==> src/include/scp_pkg.sv <==
package scp_pkg;

  localparam logic [15:0] ADDR_PANEL_LED_WRITE_CLEAR_READ = 16'h2240;
  localparam logic [15:0] ADDR_PANEL_LED_WRITE_CLEAR_READ_BYTE = 16'h2241;
  localparam logic [15:0] ADDR_SWITCH_READ_ACTIVE_LED_WRITE = 16'h2248;
  localparam logic [15:0] ADDR_SWITCH_READ_ACTIVE_LED_BYTE = 16'h2249;
  localparam logic [15:0] ADDR_SYSTEM_CONTROL_STATUS = 16'h2250;
  localparam logic [15:0] ADDR_SYSTEM_CONTROL_STATUS_HI = 16'h2251;

  // control/status field positions
  localparam int CS_SERIAL_RESET_N = 0;
  localparam int CS_FLOPPY_RESET_N = 1;
  localparam int CS_OPTION_RESET_N = 2;
  localparam int CS_DIAG_CLOCK_SELECT = 3;
  localparam int CS_MASK_PANEL_RESET = 4;
  localparam int CS_LOOPBACK_FLAG_N = 5;
  localparam int CS_COAX_PRESENT_N = 6;
  localparam int CS_RAM_CARD_PRESENT_N = 7;
  localparam int CS_FAN_FAIL_FLAG = 8;
  localparam int CS_PANEL_IRQ_N = 9;
  localparam int CS_OPTION_IRQ_N = 10;
  localparam int CS_FLOPPY_IRQ_N = 11;
  localparam logic [4:0] CS_CTRL_RESET = 5'h00;

  // led port and switch port field positions
  localparam int LED_TEST_WORD_BIT = 10;
  localparam int LED_OFFLINE_WORD_BIT = 11;
  localparam int LED_TEST_BYTE_BIT = 2;
  localparam int LED_OFFLINE_BYTE_BIT = 3;
  localparam int SW_WORD_LSB = 8;
  localparam int SW_BYTE_LSB = 0;

  // button index: online, progload, offline, test (matches switch port order)
  localparam int BTN_ONLINE = 0;
  localparam int BTN_PROGLOAD = 1;
  localparam int BTN_OFFLINE = 2;
  localparam int BTN_TEST = 3;
  localparam int BTN_COUNT = 4;

  // timing
  localparam longint CLK_HZ = 50_000_000;
  localparam longint DIAG_CLK_HZ = 8_000_000;
  localparam longint ACTIVE_LED_MS = 750;
  localparam longint DEBOUNCE_US = 1000;
  localparam int ACTIVE_LED_CYCLES = int'(ACTIVE_LED_MS * CLK_HZ / 1000);
  localparam int DEBOUNCE_CYCLES = int'(DEBOUNCE_US * CLK_HZ / 1_000_000);
  localparam int SYS_RESET_CYCLES = 16;
  // phase accumulator for the diagnostic clock: toggle rate is twice the clock
  localparam int DIAG_ACC_STEP = int'(2 * DIAG_CLK_HZ / 1_000_000);
  localparam int DIAG_ACC_MOD = int'(CLK_HZ / 1_000_000);

  typedef enum logic [2:0] {
    SCP_RST_IDLE = 3'b001,
    SCP_RST_PULSE = 3'b010,
    SCP_RST_HOLD = 3'b100
  } scp_rst_state_t;

endpackage

==> src/design/scp_top.sv <==
`timescale 1ns/1ps
module scp_top
  import scp_pkg::*;
#(
  parameter int ACTIVE_LED_COUNT = ACTIVE_LED_CYCLES,
  parameter int DEBOUNCE_COUNT = DEBOUNCE_CYCLES,
  parameter int SYS_RESET_COUNT = SYS_RESET_CYCLES
)
(
  input wire logic mclk_in,
  input wire logic rst_in,
  input wire logic por_in,
  input wire logic [15:0] io_addr_in,
  input wire logic [15:0] io_wdata_in,
  input wire logic io_rd_in,
  input wire logic io_wr_in,
  input wire logic io_byte_in,
  output logic [15:0] io_rdata_out,
  output logic io_rvalid_out,
  input wire logic btn_test_in,
  input wire logic btn_offline_in,
  input wire logic btn_progload_in,
  input wire logic btn_online_in,
  input wire logic overheat_in,
  input wire logic loopback_jumper_n_in,
  input wire logic coax_card_n_in,
  input wire logic ram_card_present_n_in,
  input wire logic option_irq_n_in,
  input wire logic floppy_irq_n_in,
  output logic serial_ctrl_reset_n_out,
  output logic floppy_reset_n_out,
  output logic option_reset_n_out,
  output logic diag_channel_clock_pin_out,
  output logic shared_irq_line_out,
  output logic sys_reset_out,
  output logic led_test_out,
  output logic led_offline_out,
  output logic led_active_out
);

  // ==========================================================================
  // address decode
  // ==========================================================================
  function automatic logic addr_is(input logic [15:0] a, input logic [15:0] ref_a);
    addr_is = (a == ref_a);
  endfunction

  logic wr_led_word;
  logic wr_led_byte;
  logic wr_active;
  logic wr_cs;
  logic rd_clear;
  logic rd_sw_word;
  logic rd_sw_byte;
  logic rd_cs_word;
  logic rd_cs_hi_byte;
  logic rd_cs_lo_byte;

  always_comb
  begin
    wr_led_word = 1'b0;
    wr_led_byte = 1'b0;
    wr_active = 1'b0;
    wr_cs = 1'b0;
    if (io_wr_in && addr_is(io_addr_in, ADDR_PANEL_LED_WRITE_CLEAR_READ) && !io_byte_in)
    begin
      wr_led_word = 1'b1;
    end
    else if (io_wr_in && addr_is(io_addr_in, ADDR_PANEL_LED_WRITE_CLEAR_READ_BYTE) && io_byte_in)
    begin
      wr_led_byte = 1'b1;
    end
    else if (io_wr_in && (addr_is(io_addr_in, ADDR_SWITCH_READ_ACTIVE_LED_WRITE)
             || addr_is(io_addr_in, ADDR_SWITCH_READ_ACTIVE_LED_BYTE)))
    begin
      wr_active = 1'b1;
    end
    else if (io_wr_in && addr_is(io_addr_in, ADDR_SYSTEM_CONTROL_STATUS))
    begin
      wr_cs = 1'b1;
    end
  end

  always_comb
  begin
    rd_clear = 1'b0;
    rd_sw_word = 1'b0;
    rd_sw_byte = 1'b0;
    rd_cs_word = 1'b0;
    rd_cs_lo_byte = 1'b0;
    rd_cs_hi_byte = 1'b0;
    if (io_rd_in && (addr_is(io_addr_in, ADDR_PANEL_LED_WRITE_CLEAR_READ)
        || addr_is(io_addr_in, ADDR_PANEL_LED_WRITE_CLEAR_READ_BYTE)))
    begin
      rd_clear = 1'b1;
    end
    else if (io_rd_in && addr_is(io_addr_in, ADDR_SWITCH_READ_ACTIVE_LED_WRITE) && !io_byte_in)
    begin
      rd_sw_word = 1'b1;
    end
    else if (io_rd_in && addr_is(io_addr_in, ADDR_SWITCH_READ_ACTIVE_LED_BYTE) && io_byte_in)
    begin
      rd_sw_byte = 1'b1;
    end
    else if (io_rd_in && addr_is(io_addr_in, ADDR_SYSTEM_CONTROL_STATUS))
    begin
      rd_cs_word = !io_byte_in;
      rd_cs_lo_byte = io_byte_in;
    end
    else if (io_rd_in && addr_is(io_addr_in, ADDR_SYSTEM_CONTROL_STATUS_HI) && io_byte_in)
    begin
      rd_cs_hi_byte = 1'b1;
    end
  end

  // ==========================================================================
  // control bits
  // ==========================================================================
  logic serial_ctrl_reset_n_q;
  logic floppy_reset_n_q;
  logic option_reset_n_q;
  logic diag_clock_select_q;
  logic mask_panel_reset_q;

  always_ff @(posedge mclk_in)
  begin
    if (rst_in)
    begin
      serial_ctrl_reset_n_q <= CS_CTRL_RESET[CS_SERIAL_RESET_N];
      floppy_reset_n_q <= CS_CTRL_RESET[CS_FLOPPY_RESET_N];
      option_reset_n_q <= CS_CTRL_RESET[CS_OPTION_RESET_N];
      diag_clock_select_q <= CS_CTRL_RESET[CS_DIAG_CLOCK_SELECT];
      mask_panel_reset_q <= CS_CTRL_RESET[CS_MASK_PANEL_RESET];
    end
    else if (wr_cs)
    begin
      // loopback position and all status bits ignore writes
      serial_ctrl_reset_n_q <= io_wdata_in[CS_SERIAL_RESET_N];
      floppy_reset_n_q <= io_wdata_in[CS_FLOPPY_RESET_N];
      option_reset_n_q <= io_wdata_in[CS_OPTION_RESET_N];
      diag_clock_select_q <= io_wdata_in[CS_DIAG_CLOCK_SELECT];
      mask_panel_reset_q <= io_wdata_in[CS_MASK_PANEL_RESET];
    end
  end

  assign serial_ctrl_reset_n_out = serial_ctrl_reset_n_q;
  assign floppy_reset_n_out = floppy_reset_n_q;
  assign option_reset_n_out = option_reset_n_q;

  // ==========================================================================
  // diagnostic channel clock
  // ==========================================================================
  logic [7:0] diag_acc_q;
  logic diag_clk_q;
  logic [7:0] diag_acc_sum;

  assign diag_acc_sum = diag_acc_q + 8'(DIAG_ACC_STEP);

  always_ff @(posedge mclk_in)
  begin
    if (rst_in)
    begin
      diag_acc_q <= 8'h00;
      diag_clk_q <= 1'b0;
    end
    else if (diag_acc_sum >= 8'(DIAG_ACC_MOD))
    begin
      diag_acc_q <= diag_acc_sum - 8'(DIAG_ACC_MOD);
      diag_clk_q <= !diag_clk_q;
    end
    else
    begin
      diag_acc_q <= diag_acc_sum;
    end
  end

  // withheld (low) while the port runs synchronously
  assign diag_channel_clock_pin_out = diag_clk_q && !diag_clock_select_q;

  // ==========================================================================
  // button debounce and press edges
  // ==========================================================================
  logic [BTN_COUNT-1:0] btn_raw;
  logic [BTN_COUNT-1:0] btn_db_q;
  logic [BTN_COUNT-1:0] btn_db_prev_q;
  logic [BTN_COUNT-1:0] btn_press;

  assign btn_raw = {btn_test_in, btn_offline_in, btn_progload_in, btn_online_in};

  genvar gi;
  generate
    for (gi = 0; gi < BTN_COUNT; gi++)
    begin : g_debounce
      logic [31:0] cnt_q;
      always_ff @(posedge mclk_in)
      begin
        if (por_in)
        begin
          cnt_q <= 32'h0;
          btn_db_q[gi] <= 1'b0;
          btn_db_prev_q[gi] <= 1'b0;
        end
        else
        begin
          btn_db_prev_q[gi] <= btn_db_q[gi];
          if (btn_raw[gi] == btn_db_q[gi])
          begin
            cnt_q <= 32'h0;
          end
          else if (cnt_q >= 32'(DEBOUNCE_COUNT - 1))
          begin
            cnt_q <= 32'h0;
            btn_db_q[gi] <= btn_raw[gi];
          end
          else
          begin
            cnt_q <= cnt_q + 32'h1;
          end
        end
      end
      assign btn_press[gi] = btn_db_q[gi] && !btn_db_prev_q[gi];
    end
  endgenerate

  // ==========================================================================
  // panel leds
  // ==========================================================================
  logic led_test_q;
  logic led_offline_q;

  always_ff @(posedge mclk_in)
  begin
    if (rst_in)
    begin
      led_test_q <= 1'b0;
      led_offline_q <= 1'b0;
    end
    else if (wr_led_word)
    begin
      led_test_q <= io_wdata_in[LED_TEST_WORD_BIT];
      led_offline_q <= io_wdata_in[LED_OFFLINE_WORD_BIT];
    end
    else if (wr_led_byte)
    begin
      led_test_q <= io_wdata_in[LED_TEST_BYTE_BIT];
      led_offline_q <= io_wdata_in[LED_OFFLINE_BYTE_BIT];
    end
  end

  assign led_test_out = led_test_q;
  assign led_offline_out = led_offline_q;

  // ==========================================================================
  // panel latches: cleared only by power-up or a clear read
  // ==========================================================================
  logic [BTN_COUNT-1:0] latch_q;
  logic reset_qualified;
  logic [BTN_COUNT-1:0] latch_set;

  assign reset_qualified = (led_offline_q && !mask_panel_reset_q)
    || (!mask_panel_reset_q && btn_db_q[BTN_OFFLINE])
    || btn_db_q[BTN_ONLINE];

  always_comb
  begin
    latch_set = '0;
    latch_set[BTN_TEST] = btn_press[BTN_TEST] && reset_qualified;
    latch_set[BTN_PROGLOAD] = btn_press[BTN_PROGLOAD] && reset_qualified;
    latch_set[BTN_OFFLINE] = btn_press[BTN_OFFLINE];
    latch_set[BTN_ONLINE] = btn_press[BTN_ONLINE];
  end

  always_ff @(posedge mclk_in)
  begin
    if (por_in)
    begin
      latch_q <= '0;
    end
    else
    begin
      // a press in the clear cycle survives the clear
      latch_q <= (rd_clear ? '0 : latch_q) | latch_set;
    end
  end

  // ==========================================================================
  // system reset generation
  // ==========================================================================
  scp_rst_state_t rst_state_q;
  logic [7:0] rst_cnt_q;

  always_ff @(posedge mclk_in)
  begin
    if (por_in)
    begin
      rst_state_q <= SCP_RST_IDLE;
      rst_cnt_q <= 8'h00;
    end
    else
    begin
      case (rst_state_q)
        SCP_RST_IDLE:
        begin
          if (latch_set[BTN_TEST] || latch_set[BTN_PROGLOAD])
          begin
            rst_state_q <= SCP_RST_PULSE;
            rst_cnt_q <= 8'h00;
          end
        end
        SCP_RST_PULSE:
        begin
          if (rst_cnt_q >= 8'(SYS_RESET_COUNT - 1))
          begin
            rst_state_q <= SCP_RST_HOLD;
          end
          else
          begin
            rst_cnt_q <= rst_cnt_q + 8'h01;
          end
        end
        SCP_RST_HOLD:
        begin
          // one reset per set; rearmed once the latch is cleared
          if (!latch_q[BTN_TEST] && !latch_q[BTN_PROGLOAD])
          begin
            rst_state_q <= SCP_RST_IDLE;
          end
        end
        default:
        begin
          rst_state_q <= SCP_RST_IDLE;
        end
      endcase
    end
  end

  assign sys_reset_out = (rst_state_q == SCP_RST_PULSE);

  // ==========================================================================
  // active led retrigger timer
  // ==========================================================================
  logic [31:0] active_cnt_q;

  always_ff @(posedge mclk_in)
  begin
    if (rst_in)
    begin
      active_cnt_q <= 32'h0;
    end
    else if (wr_active)
    begin
      active_cnt_q <= 32'(ACTIVE_LED_COUNT);
    end
    else if (active_cnt_q != 32'h0)
    begin
      active_cnt_q <= active_cnt_q - 32'h1;
    end
  end

  assign led_active_out = (active_cnt_q != 32'h0);

  // ==========================================================================
  // status and shared interrupt
  // ==========================================================================
  logic panel_irq_n;
  logic fan_fail_flag;
  logic [15:0] cs_status;

  assign panel_irq_n = !(latch_q[BTN_OFFLINE] || latch_q[BTN_ONLINE]);
  assign fan_fail_flag = overheat_in;

  always_comb
  begin
    cs_status = 16'h0000;
    cs_status[CS_SERIAL_RESET_N] = serial_ctrl_reset_n_q;
    cs_status[CS_FLOPPY_RESET_N] = floppy_reset_n_q;
    cs_status[CS_OPTION_RESET_N] = option_reset_n_q;
    cs_status[CS_DIAG_CLOCK_SELECT] = diag_clock_select_q;
    cs_status[CS_MASK_PANEL_RESET] = mask_panel_reset_q;
    cs_status[CS_LOOPBACK_FLAG_N] = loopback_jumper_n_in;
    cs_status[CS_COAX_PRESENT_N] = coax_card_n_in;
    cs_status[CS_RAM_CARD_PRESENT_N] = ram_card_present_n_in;
    cs_status[CS_FAN_FAIL_FLAG] = fan_fail_flag;
    cs_status[CS_PANEL_IRQ_N] = panel_irq_n;
    cs_status[CS_OPTION_IRQ_N] = option_irq_n_in;
    cs_status[CS_FLOPPY_IRQ_N] = floppy_irq_n_in;
  end

  assign shared_irq_line_out = fan_fail_flag || !panel_irq_n || !option_irq_n_in || !floppy_irq_n_in;

  // ==========================================================================
  // read data
  // ==========================================================================
  logic [15:0] rdata_d;
  logic [15:0] rdata_q;
  logic rvalid_q;

  always_comb
  begin
    rdata_d = 16'h0000;
    if (rd_sw_word)
    begin
      rdata_d[SW_WORD_LSB +: BTN_COUNT] = latch_q;
    end
    else if (rd_sw_byte)
    begin
      rdata_d[SW_BYTE_LSB +: BTN_COUNT] = latch_q;
    end
    else if (rd_cs_word)
    begin
      rdata_d = cs_status;
    end
    else if (rd_cs_lo_byte)
    begin
      rdata_d[7:0] = cs_status[7:0];
    end
    else if (rd_cs_hi_byte)
    begin
      rdata_d[7:0] = cs_status[15:8];
    end
  end

  always_ff @(posedge mclk_in)
  begin
    if (rst_in)
    begin
      rdata_q <= 16'h0000;
      rvalid_q <= 1'b0;
    end
    else
    begin
      rdata_q <= rdata_d;
      rvalid_q <= io_rd_in;
    end
  end

  assign io_rdata_out = rdata_q;
  assign io_rvalid_out = rvalid_q;

endmodule // scp_top

==> config.mk <==
export PLATFORM = sky130hd
export DESIGN_NAME = scp_top
export DESIGN_NICKNAME = d
export VERILOG_FILES = /design/src/include/scp_pkg.sv /design/src/design/scp_top.sv
export SDC_FILE = /design/constraint.sdc
export NUM_CORES = 1
export LEC_CHECK = 0
export BUFFER_PORTS_ARGS = -buffer_cell sky130_fd_sc_hd__buf_4
export CAP_MARGIN = 40
export CORE_MARGIN = 2
export CORE_UTILIZATION = 55
export CTS_BUF_LIST = sky130_fd_sc_hd__clkbuf_16
export DETAILED_ROUTE_END_ITERATION = 16
export GPL_ROUTABILITY_DRIVEN = 0
export GPL_TIMING_DRIVEN = 0
export HOLD_SLACK_MARGIN = 0.03
export PLACE_DENSITY = 0.75
export SLEW_MARGIN = 20
export SYNTH_ARGS = -nofsm -noshare
export SYNTH_HDL_FRONTEND = slang
export SYNTH_SLANG_ARGS = --single-unit
==> constraint.sdc <==
create_clock -name mclk_in -period 4.5 [get_ports mclk_in]
set_clock_uncertainty 0.15 [all_clocks]
set_input_delay 0.45 -clock mclk_in [delete_from_list [all_inputs] [get_ports mclk_in]]
set_output_delay 0.45 -clock mclk_in [all_outputs]
set_load 0.02 [all_outputs]
==> metrics.txt, run 1 <==
Final Net Count 1031; post-synth top area cell dfxtp_1; CTS tree done; distinct cell type count after synthesis 69; vias in the first global route 5837; H-tree depth 1; DR WL/cell 13.0 µm; setup TNS 0 ns; ys flop type dfxtp_1; initial core utilization 0.557; final core utilization 0.678; die height 125 µm; Rows 44; vias per inst slightly above 5; Max FO, Critical Path 8; CP Launch Type flip-flop; die footprint ~16000 µm²; clk slew on worst S/H paths 0.06 ns; post-synthesis mux area share 0.0150; DR vias 6077; RR Startpoint active_cnt_q[0]; critical path class flip-flop to output pin; HP Start io_wdata_in[4]; Final ANT Viol Nets 0; Max Clk Rate 0.289 GHz; HP Class primary input to flip-flop; DP Cell Count 1128; total global-route track usage 0.198; Slew @ Worst Pin roughly 0.86 ns; final period utilization 0.770; number of setup violations in the final report 0; Synth Register Bits about 210; final std cells w/o fill 1172; Synth Area in Simple Gates 0.222; CTS buffer count 22; clk root buf clkbuf_16; Post-Synth XOR/XNOR Area 0.0941; largest net degree at the start of global routing 15; diodes inserted 0; RSZ-0062 raised after global routing false; Max VDD drop 321 µV; Synth async-reset ratio 0; Max Cap Viol 0; Longest Clk Path Bufs 3; clk_lat worst skew 0.50 ns; remaining global-route overflow 0; Syn Std Cell Area 8000 µm²; Routed WL 15200 µm; most frequent cell after synthesis dfxtp_1; # DRC 0; pre-CTS setup slack approximately 1.6 ns; Setup Fix Bufs, Post-CTS 0; dpl hpwl 10700 µm; post-synthesis compound-gate area fraction 0.0938; top post-synthesis cells by area dfxtp_1, nor2_1, xnor2_1; PnR worst setup slack a little over 1 ns; Avg Synthesized Cell Area 9.80 µm²; WP data required 3.90 ns; Synth Area in Adders 0.0156; min cycle time layout 3.46 ns; Post-Synthesis Cells roughly 800; die width 125 µm; crit path capture type output pin; Core Footprint 14400 µm²; sequential fraction of the synthesis area 0.528; Syn. warnings 0; worst hold slack ~0.044 ns; largest family of logic cells by synthesized area simple AND/OR/NAND/NOR gates; Yosys top cell area share 0.528; Leak 3.75 nW; Final Max Slew Viols 0; share of cells above drive strength 1 0.117; PortBufs 58; initial antenna violation count 0; clock net sink count about 210; DRT iter0 DRCs 313; Worst setup startpoint active_cnt_q[0]; pwr dens 546 nW/µm²; Area Growth Syn to Fin 21.7%; Slew headroom 0.424; Fin. Hold Viols 0; status complete, no violations; Synth top cells by count dfxtp_1, nor2_1, xnor2_1, xor2_1, nand2_1; Critical Path AT roughly 2.9 ns; drt pass-1 iters 4; Post-synth EDFFs 0; IO Pins 74; first-pass GRT wire length 26400 µm
cells in the final DEF (no fill, tap or decap), types with 4 or more instances in the layout:
cell and instances:
o31ai_1 9, dfxtp_1 211, clkbuf_1 17, buf_2 4, or4_1 12, o21ai_0 7
mux2i_1 12, nor3_1 16, buf_4 62, a21oi_1 29, and4_1 5, clkinv_2 4
xor2_1 43, and3_1 14, a211oi_1 6, and2_1 4, xnor2_1 43, clkbuf_16 23
a31oi_1 4, nor4_1 27, or3_1 20, nand4_1 14, nor2_1 130, clkinv_1 4
dlygate4sd3_1 5, nand3_1 29, a222oi_1 4, conb_1 68, bufinv_16 4, nand2_1 31
nand2b_1 7, nor2b_1 7, ha_1 10, inv_1 29, o211ai_1 6
per-stage QoR:
step	power (mW)	instance area, µm²
floorplan	3.20	8250
CTS	5.35	9740
finish	5.32	9740
global route	5.61	9740
detailed placement	3.47	8940
global placement	3.45	8920
power by group:
part	total [mW]	switching (mW)	internal, mW
registers	2.14	0.120	2.02
logic	1.32	0.786	0.531
clock network	1.86	0.707	1.15
total	5.32	1.61	3.70
per-layer routing:
layer,global-route usage,wire length [µm],vias to the layer above
met5,0,0,-
met4,0.0601,344,0
met3,0.0344,609,33
met2,0.333,6990,121
met1,0.262,7250,2805
li1,-,-,3118
timing repair:
action | 4_1_cts | 5_1_grt
endpoints found under the hold margin | 5 | 0
resized for setup | 0 | 0
endpoints found under the setup margin | 0 | 0
hold buffers | 5 | 0
logic make-up after synthesis:
logic type,after synthesis
AOI/OAI and AO/OA,103
xor gates and xnor gates,86
adders and majority gates,10
buffers and inverters,55
DFF,211
muxes,12
other,1
and+or+nand+nor,339
flip-flops by register name (all words and copies together), names as in the netlist:
name                     count
btn_db_q                     4
rst_state_q                  3
diag_clock_select_q          1
diag_clk_q                   1
led_test_out                 1
diag_acc_q                   7
active_cnt_q                32
mask_panel_reset_q           1
serial_ctrl_reset_n_out      1
floppy_reset_n_out           1
btn_db_prev_q                4
option_reset_n_out           1
latch_q                      4
io_rdata_out                12
led_offline_out              1
io_rvalid_out                1
rst_cnt_q                    8
g_debounce.cnt_q           128
worst paths after layout:
| check | to | slack [ns] | cells after the start |
|---|---|---|---|
| setup reg to reg | active_cnt_q[13] | 1.69 | 9 |
| hold reg to reg | active_cnt_q[11] | 0.31 | 2 |
| hold / removal | mask_panel_reset_q | 0.04 | 3 |
| setup / recovery | led_active_out | 1.04 | 9 |
worst max-delay path, stage by stage (launching register included):
cell and delay (ns):
dfxtp_1 0.33, inv_1 0.10, ha_1 0.23, or3b_2 0.45, buf_2 0.19, or3_1 0.39, buf_6 0.16, nor3_4 0.23
inv_1 0.12, buf_4 0.17
area by class of cell:
type | count | area, µm²
fill | 1157 | 4630
sequential | 211 | 4220
multi-input combinational | 618 | 3780
clock buffer | 23 | 576
timing repair buffer | 65 | 502
tap | 184 | 230
clock inverter | 16 | 175
buffer | 29 | 150
inverter | 26 | 97.6
Note: power is estimated with default switching activity, not from simulation.
==> run 2, diff against run 1 <==
--- a/config.mk
+++ b/config.mk
@@ -8,7 +8,7 @@
 export BUFFER_PORTS_ARGS = -buffer_cell sky130_fd_sc_hd__buf_4
 export CAP_MARGIN = 40
 export CORE_MARGIN = 2
-export CORE_UTILIZATION = 55
+export CORE_UTILIZATION = 53
 export CTS_BUF_LIST = sky130_fd_sc_hd__clkbuf_16
 export DETAILED_ROUTE_END_ITERATION = 16
 export GPL_ROUTABILITY_DRIVEN = 0
==> constraint.sdc (replaced) <==
create_clock -name mclk_in -period 3.1 [get_ports mclk_in]
set_clock_uncertainty 0.15 [all_clocks]
set_input_delay 0.31 -clock mclk_in [delete_from_list [all_inputs] [get_ports mclk_in]]
set_output_delay 0.31 -clock mclk_in [all_outputs]
set_load 0.02 [all_outputs]
==> run 2 against run 1 <==
  * Cell area shrank 0.51%
  * Sequential share of layout area grew 0.22 points
  * Total power grew 36%
  * Global-route usage shrank 0.49 points
  * Combinational power grew 48%
  * Sequential cell count is the same
  * Worst hold slack gained 0.056 ns
  * Via count shrank 0.21%
  * Clock power grew 16%
  * Non-clock buffer count grew 11
  * Register-to-register slack lost 1.1 ns
  * First-iteration DRC count grew 0.96%
==> metrics.txt, run 2 (synthesized netlist as in run 1, its figures left out) <==
hold path cells 3 (unchanged); CP cell instances inv_1, ha_4, or3b_4, or3_1, buf_6, nor3_4, inv_1, buf_4 (was inv_1, ha_1, or3b_2, buf_2, or3_1, buf_6, nor3_4, inv_1, buf_4); Slew @ Worst Pin 0.858 ns (was 0.856 ns); die height 127 µm (was 125 µm); Fin. Hold Viols 0 (unchanged); PortBufs 58 (unchanged); DR vias 6064 (was 6077); pre-CTS setup slack 0.183 ns (was 1.55 ns); most frequent CP cell inv_1 (unchanged); HP Class primary input to flip-flop (unchanged); share of cells above drive strength 1 0.110 (was 0.117); status complete, no violations (unchanged); Final Max Slew Viols 0 (unchanged); Slew headroom 0.420 (was 0.424); total global-route track usage 0.193 (was 0.198); die width 127 µm (was 125 µm); Final ANT Viol Nets 0 (unchanged); Longest Clk Path Bufs 3 (unchanged); Reg2Reg Depth 8 (was 9); remaining global-route overflow 0 (unchanged); largest net degree at the start of global routing 14 (was 15); dpl hpwl 10900 µm (was 10700 µm); Int Pwr 4.94 mW (was 3.70 mW); Rows 44 (unchanged); crit path capture type output pin (unchanged); Leak 3.71 nW (was 3.75 nW); clock net sink count 211 (unchanged); Max Clk Rate 0.339 GHz; Buf/Inv on CP 4 (was 5); Reg with most FFs g_debounce.cnt_q (unchanged); DRT iter0 DRCs 316 (was 313); drt pass-1 iters 4 (unchanged); vias in the first global route 5721 (was 5837); setup TNS 0 ns (unchanged); commonest non-fill, non-tap cell in the layout dfxtp_1 (unchanged); Max VDD drop 586 µV (was 321 µV); Slowest-stage cell, CP or3b_4 (was or3b_2); critical path class flip-flop to output pin (unchanged); CTS tree done (unchanged); Routed WL 15400 µm (was 15200 µm); RSZ-0062 raised after global routing false (unchanged); layout filler cell count 1225 (was 1157); H-tree depth 1 (unchanged); Max FO, Critical Path 8 (unchanged); CP Launch Type flip-flop (unchanged); clk root buf clkbuf_16 (unchanged); Overall Power 7.23 mW (was 5.32 mW); number of setup violations in the final report 0 (unchanged); Logic pwr share 0.271 (was 0.248); CTS buffer count 21 (was 22); Core Footprint 14600 µm² (was 14400 µm²); delay-heaviest family, CP simple AND/OR/NAND/NOR gates (unchanged); # DRC 0 (unchanged); Crit path depth 8 (was 9); Sw Share 0.316 (was 0.303); initial core utilization 0.546 (was 0.557); Final Net Count 1041 (was 1031); Max Cap Viol 0 (unchanged); HP Start io_wdata_in[10] (was io_wdata_in[4]); pwr dens 747 nW/µm² (was 546 nW/µm²); RR Startpoint active_cnt_q[1] (was active_cnt_q[0]); CP peak stage delay 0.44 ns (was 0.45 ns); diodes inserted 0 (unchanged); Critical Path AT 2.49 ns (was 2.86 ns); clock network fraction of total power 0.299 (was 0.350); initial antenna violation count 0 (unchanged); Seq pwr share 0.430 (was 0.403); vias per inst 5.15 (was 5.19); DR WL/cell 13.1 µm (was 13.0 µm); min cycle time layout 2.95 ns; Area Growth Syn to Fin 21.0% (was 21.7%); clk_lat worst skew 0.48 ns (was 0.50 ns); max reg flops 128 (unchanged); first-pass GRT wire length 25900 µm (was 26400 µm); clk slew on worst S/H paths 0.06 ns (about the same); PnR worst setup slack 0.148 ns (was 1.04 ns); final period utilization 0.952; IO Pins 74 (unchanged); Worst setup startpoint active_cnt_q[1] (was active_cnt_q[0]); die footprint 16100 µm² (was 15500 µm²); most frequent cells in the layout dfxtp_1, nor2_1, conb_1 (unchanged); WP data required 2.64 ns (was 3.90 ns); P_sw 2.29 mW (was 1.61 mW)
==> run 2: area by class of cell <==
class / instances / area [µm²] / share of cell area
plain buffers: 28 / 145 / 0.0150
clock buffers: 21 / 526 / 0.0542
clock inverters: 12 / 48.8 / 0.00504
inverters: 26 / 97.6 / 0.0101
multi-input cells: 618 / 3800 / 0.392
flip-flops and latches: 211 / 4220 / 0.436
well taps: 184 / 230 / 0.0238
repair buffers: 77 / 618 / 0.0638
==> run 2: worst reg2reg max path, delay by kind of cell, from the launching register on <==
kind	cells	cell delay (ns)
buf+inv	2	0.26
simple gates	3	1.01
flops	1	0.34
compound gates	2	0.47
fa+ha+maj	1	0.16
==> run 2: power by group through the flow <==
stage	registers, mW	clock network [mW]	logic, mW
3_3_place_gp	3.15	0	1.86
2_1_floorplan	3.12	0	1.53
5_1_grt	3.17	2.33	2.41
6_report	3.11	2.16	1.96
3_5_place_dp	3.16	0	1.89
4_1_cts	3.11	2.22	1.94
==> run 2: metrics by stage <==
stage	instance area, µm²	hold slack, ns	util	instances
6_report	9690	0.101	0.661	1177
5_1_grt	9690	0.100	0.661	1177
2_1_floorplan	8250	0.268	-	884
4_1_cts	9690	0.0769	0.661	1177
3_5_place_dp	8920	0.302	0.609	1127
3_3_place_gp	8920	0.286	0.609	1126
==> run 2: worst paths after layout <==
kind,to,slack [ns]
worst max-delay path,led_active_out,0.15
worst min-delay path,led_test_out,0.10
worst max register to register,active_cnt_q[19],0.56
worst min register to register,g_debounce[2].cnt_q[0],0.31
==> run 2: what timing repair did <==
item / 4_1_cts / 5_1_grt
buffers inserted: 1 / 0
hold endpoints to repair: 21 / 0
hold buffers: 17 / 0
endpoints found under the setup margin: 1 / 0
gates resized for setup: 4 / 0
==> run 2: per-layer routing <==
metal	share of wire	vias to the layer above	global-route usage
met4	0.027	0	0.0659
met2	0.46	127	0.319
met5	0	-	0
li1	-	3132	-
met1	0.46	2774	0.252
met3	0.055	31	0.0418
==> run 3, diff against run 2 <==
--- a/config.mk
+++ b/config.mk
@@ -14,7 +14,7 @@
 export GPL_ROUTABILITY_DRIVEN = 0
 export GPL_TIMING_DRIVEN = 0
 export HOLD_SLACK_MARGIN = 0.03
-export PLACE_DENSITY = 0.75
+export PLACE_DENSITY = 0.72
 export SLEW_MARGIN = 20
 export SYNTH_ARGS = -nofsm -noshare
 export SYNTH_HDL_FRONTEND = slang
==> run 3 against run 2 <==
  * Sequential share of layout area decreased by 0.57 points
  * Critical path depth decreased by 1
  * Die area unchanged
  * First-iteration DRC count decreased by 17%
  * Sequential power about the same
  * Wire length decreased by 1.4%
  * Cell count increased by 0.68%
  * Combinational power about the same
  * Sequential cell count unchanged
==> metrics.txt, run 3 (synthesized netlist as in run 1, its figures left out) <==
initial antenna violation count 0 (unchanged); Area Growth Syn to Fin 22.6% (was 21.0%); layout filler cell count 1245 (was 1225); number of setup violations in the final report 0 (unchanged); clock net sink count 211 (unchanged); post-layout instance area 9810 µm² (was 9690 µm²); total global-route track usage 0.191 (was 0.193); clk slew on worst S/H paths 0.06 ns (about the same); Critical Path AT 2.50 ns (was 2.49 ns); DRT iter0 DRCs 262 (was 316); Max FO, Critical Path 7 (was 8); Routed WL 15200 µm (was 15400 µm); worst hold slack 0.0971 ns (was 0.101 ns); pwr dens 772 nW/µm² (was 747 nW/µm²); IO Pins 74 (unchanged); Buf/Inv on CP 4 (unchanged); share of cells above drive strength 1 0.117 (was 0.110); Longest Clk Path Bufs 3 (unchanged); min cycle time layout 2.96 ns (was 2.95 ns); Rows 44 (unchanged); Slew headroom 0.396 (was 0.420); PortBufs 58 (unchanged); final std cells w/o fill 1185 (was 1177); die footprint 16100 µm² (unchanged); Final Max Slew Viols 0 (unchanged); DR vias 6055 (was 6064); most frequent cells in the layout dfxtp_1, nor2_1, conb_1 (unchanged); # DRC 0 (unchanged); vias in the first global route 5569 (was 5721); clk_lat worst skew 0.49 ns (was 0.48 ns); remaining global-route overflow 0 (unchanged); CTS tree done (unchanged); Seq. cell area 4220 µm² (unchanged); dpl hpwl 10900 µm (about the same); CP Launch Type flip-flop (unchanged); largest net degree at the start of global routing 14 (unchanged); critical path class flip-flop to output pin (unchanged); crit path capture type output pin (unchanged); WP data required 2.64 ns (about the same); delay-heaviest family, CP simple AND/OR/NAND/NOR gates (unchanged); final period utilization 0.954 (was 0.952); clk root buf clkbuf_16 (unchanged); drt pass-1 iters 5 (was 4); Max Cap Viol 0 (unchanged); Final ANT Viol Nets 0 (unchanged); Max Clk Rate 0.338 GHz (was 0.339 GHz); Slew @ Worst Pin 0.899 ns (was 0.858 ns); Max VDD drop 408 µV (was 586 µV); initial core utilization 0.546 (unchanged); first-pass GRT wire length 25700 µm (was 25900 µm); die height 127 µm (unchanged); Fin. Hold Viols 0 (unchanged); placed cell areas 8920 µm² (unchanged); DR WL/cell 12.8 µm (was 13.1 µm); Overall Power 7.57 mW (was 7.23 mW); die width 127 µm (unchanged); Core Footprint 14600 µm² (unchanged); vias per inst 5.11 (was 5.15); DP Cell Count 1127 (unchanged); commonest non-fill, non-tap cell in the layout dfxtp_1 (unchanged); RSZ-0062 raised after global routing false (unchanged); HP Class primary input to flip-flop (unchanged); setup TNS 0 ns (unchanged); Final Net Count 1045 (was 1041); CP cell instances or4_1, buf_2, or3_1, buf_6, nor3_4, inv_2, buf_4 (was inv_1, ha_4, or3b_4, or3_1, buf_6, nor3_4, inv_1, buf_4); diodes inserted 0 (unchanged); Slowest-stage cell, CP or4_1 (was or3b_4); status complete, no violations (unchanged); Leak 3.78 nW (was 3.71 nW); Reg with most FFs g_debounce.cnt_q (unchanged); H-tree depth 1 (unchanged); max reg flops 128 (unchanged); footprint of the multi-input gates 3790 µm² (was 3800 µm²); CP peak stage delay 0.52 ns (was 0.44 ns); CTS buffer count 23 (was 21)
[run 3: changes by cell type in the layout (fill, tap and decap cells not counted), sizes merged]
cell / change
buf: +2
bufinv: +2
clkbuf: +2
clkinv: +1
clkinvlp: +1
[run 3: final cells by class]
| class | instances | area share |
|---|---|---|
| Multi-Input combinational cell | 618 | 0.386 |
| Sequential cell | 211 | 0.430 |
| Tap cell | 184 | 0.0235 |
| Buffer | 28 | 0.0148 |
| Timing Repair Buffer | 79 | 0.0645 |
| Inverter | 26 | 0.00994 |
| Clock buffer | 23 | 0.0586 |
| Clock inverter | 16 | 0.0124 |
[run 3: repair_timing]
action                                 4_1_cts  5_1_grt
setup endpoints to repair                    1        1
buffers inserted                             1        2
gates cloned                                 0        0
hold buffers                                17        0
pin swaps                                    1        0
endpoints found under the hold margin       21        0
resized for setup                            3        0
[run 3: worst paths after layout]
check / endpoint / cells after the start / startpoint / slack (ns)
max reg2reg: active_cnt_q[18] / 8 / active_cnt_q[0] / 0.52
max: led_active_out / 7 / active_cnt_q[12] / 0.14
min reg2reg: g_debounce[3].cnt_q[0] / 1 / g_debounce[3].cnt_q[0] / 0.30
min: led_test_out / 3 / io_wdata_in[10] / 0.1
[run 3: per-layer routing]
metal  vias to the layer above  track usage  part of all wire
met5                         -            0                 0
met4                         0       0.0530             0.017
met3                        20       0.0380             0.044
met2                       107        0.310              0.45
met1                      2778        0.260              0.48
li1                       3150            -                 -
[run 3: stage by stage]
stage	util	setup WS, ns
3_5_place_dp	0.609	0.277
2_1_floorplan	-	0.560
3_3_place_gp	0.609	0.105
4_1_cts	0.669	0.0939
5_1_grt	0.670	0.0409
6_report	0.670	0.141
[run 3: worst min-delay path: cells and delay by family]
family	cells	cell delay, ns
AOI/OAI and AO/OA	1	0.09
and+or+nand+nor	1	0.17
buffers and inverters	1	0.12
[run 3: where the power goes]
| part | total (mW) | switching [mW] | leakage [nW] | internal, mW |
|---|---|---|---|---|
| clock network | 2.50 | 0.997 | 0.357 | 1.50 |
| logic | 1.97 | 1.16 | 1.69 | 0.812 |
| registers | 3.11 | 0.174 | 1.73 | 2.93 |
| total | 7.57 | 2.33 | 3.78 | 5.25 |
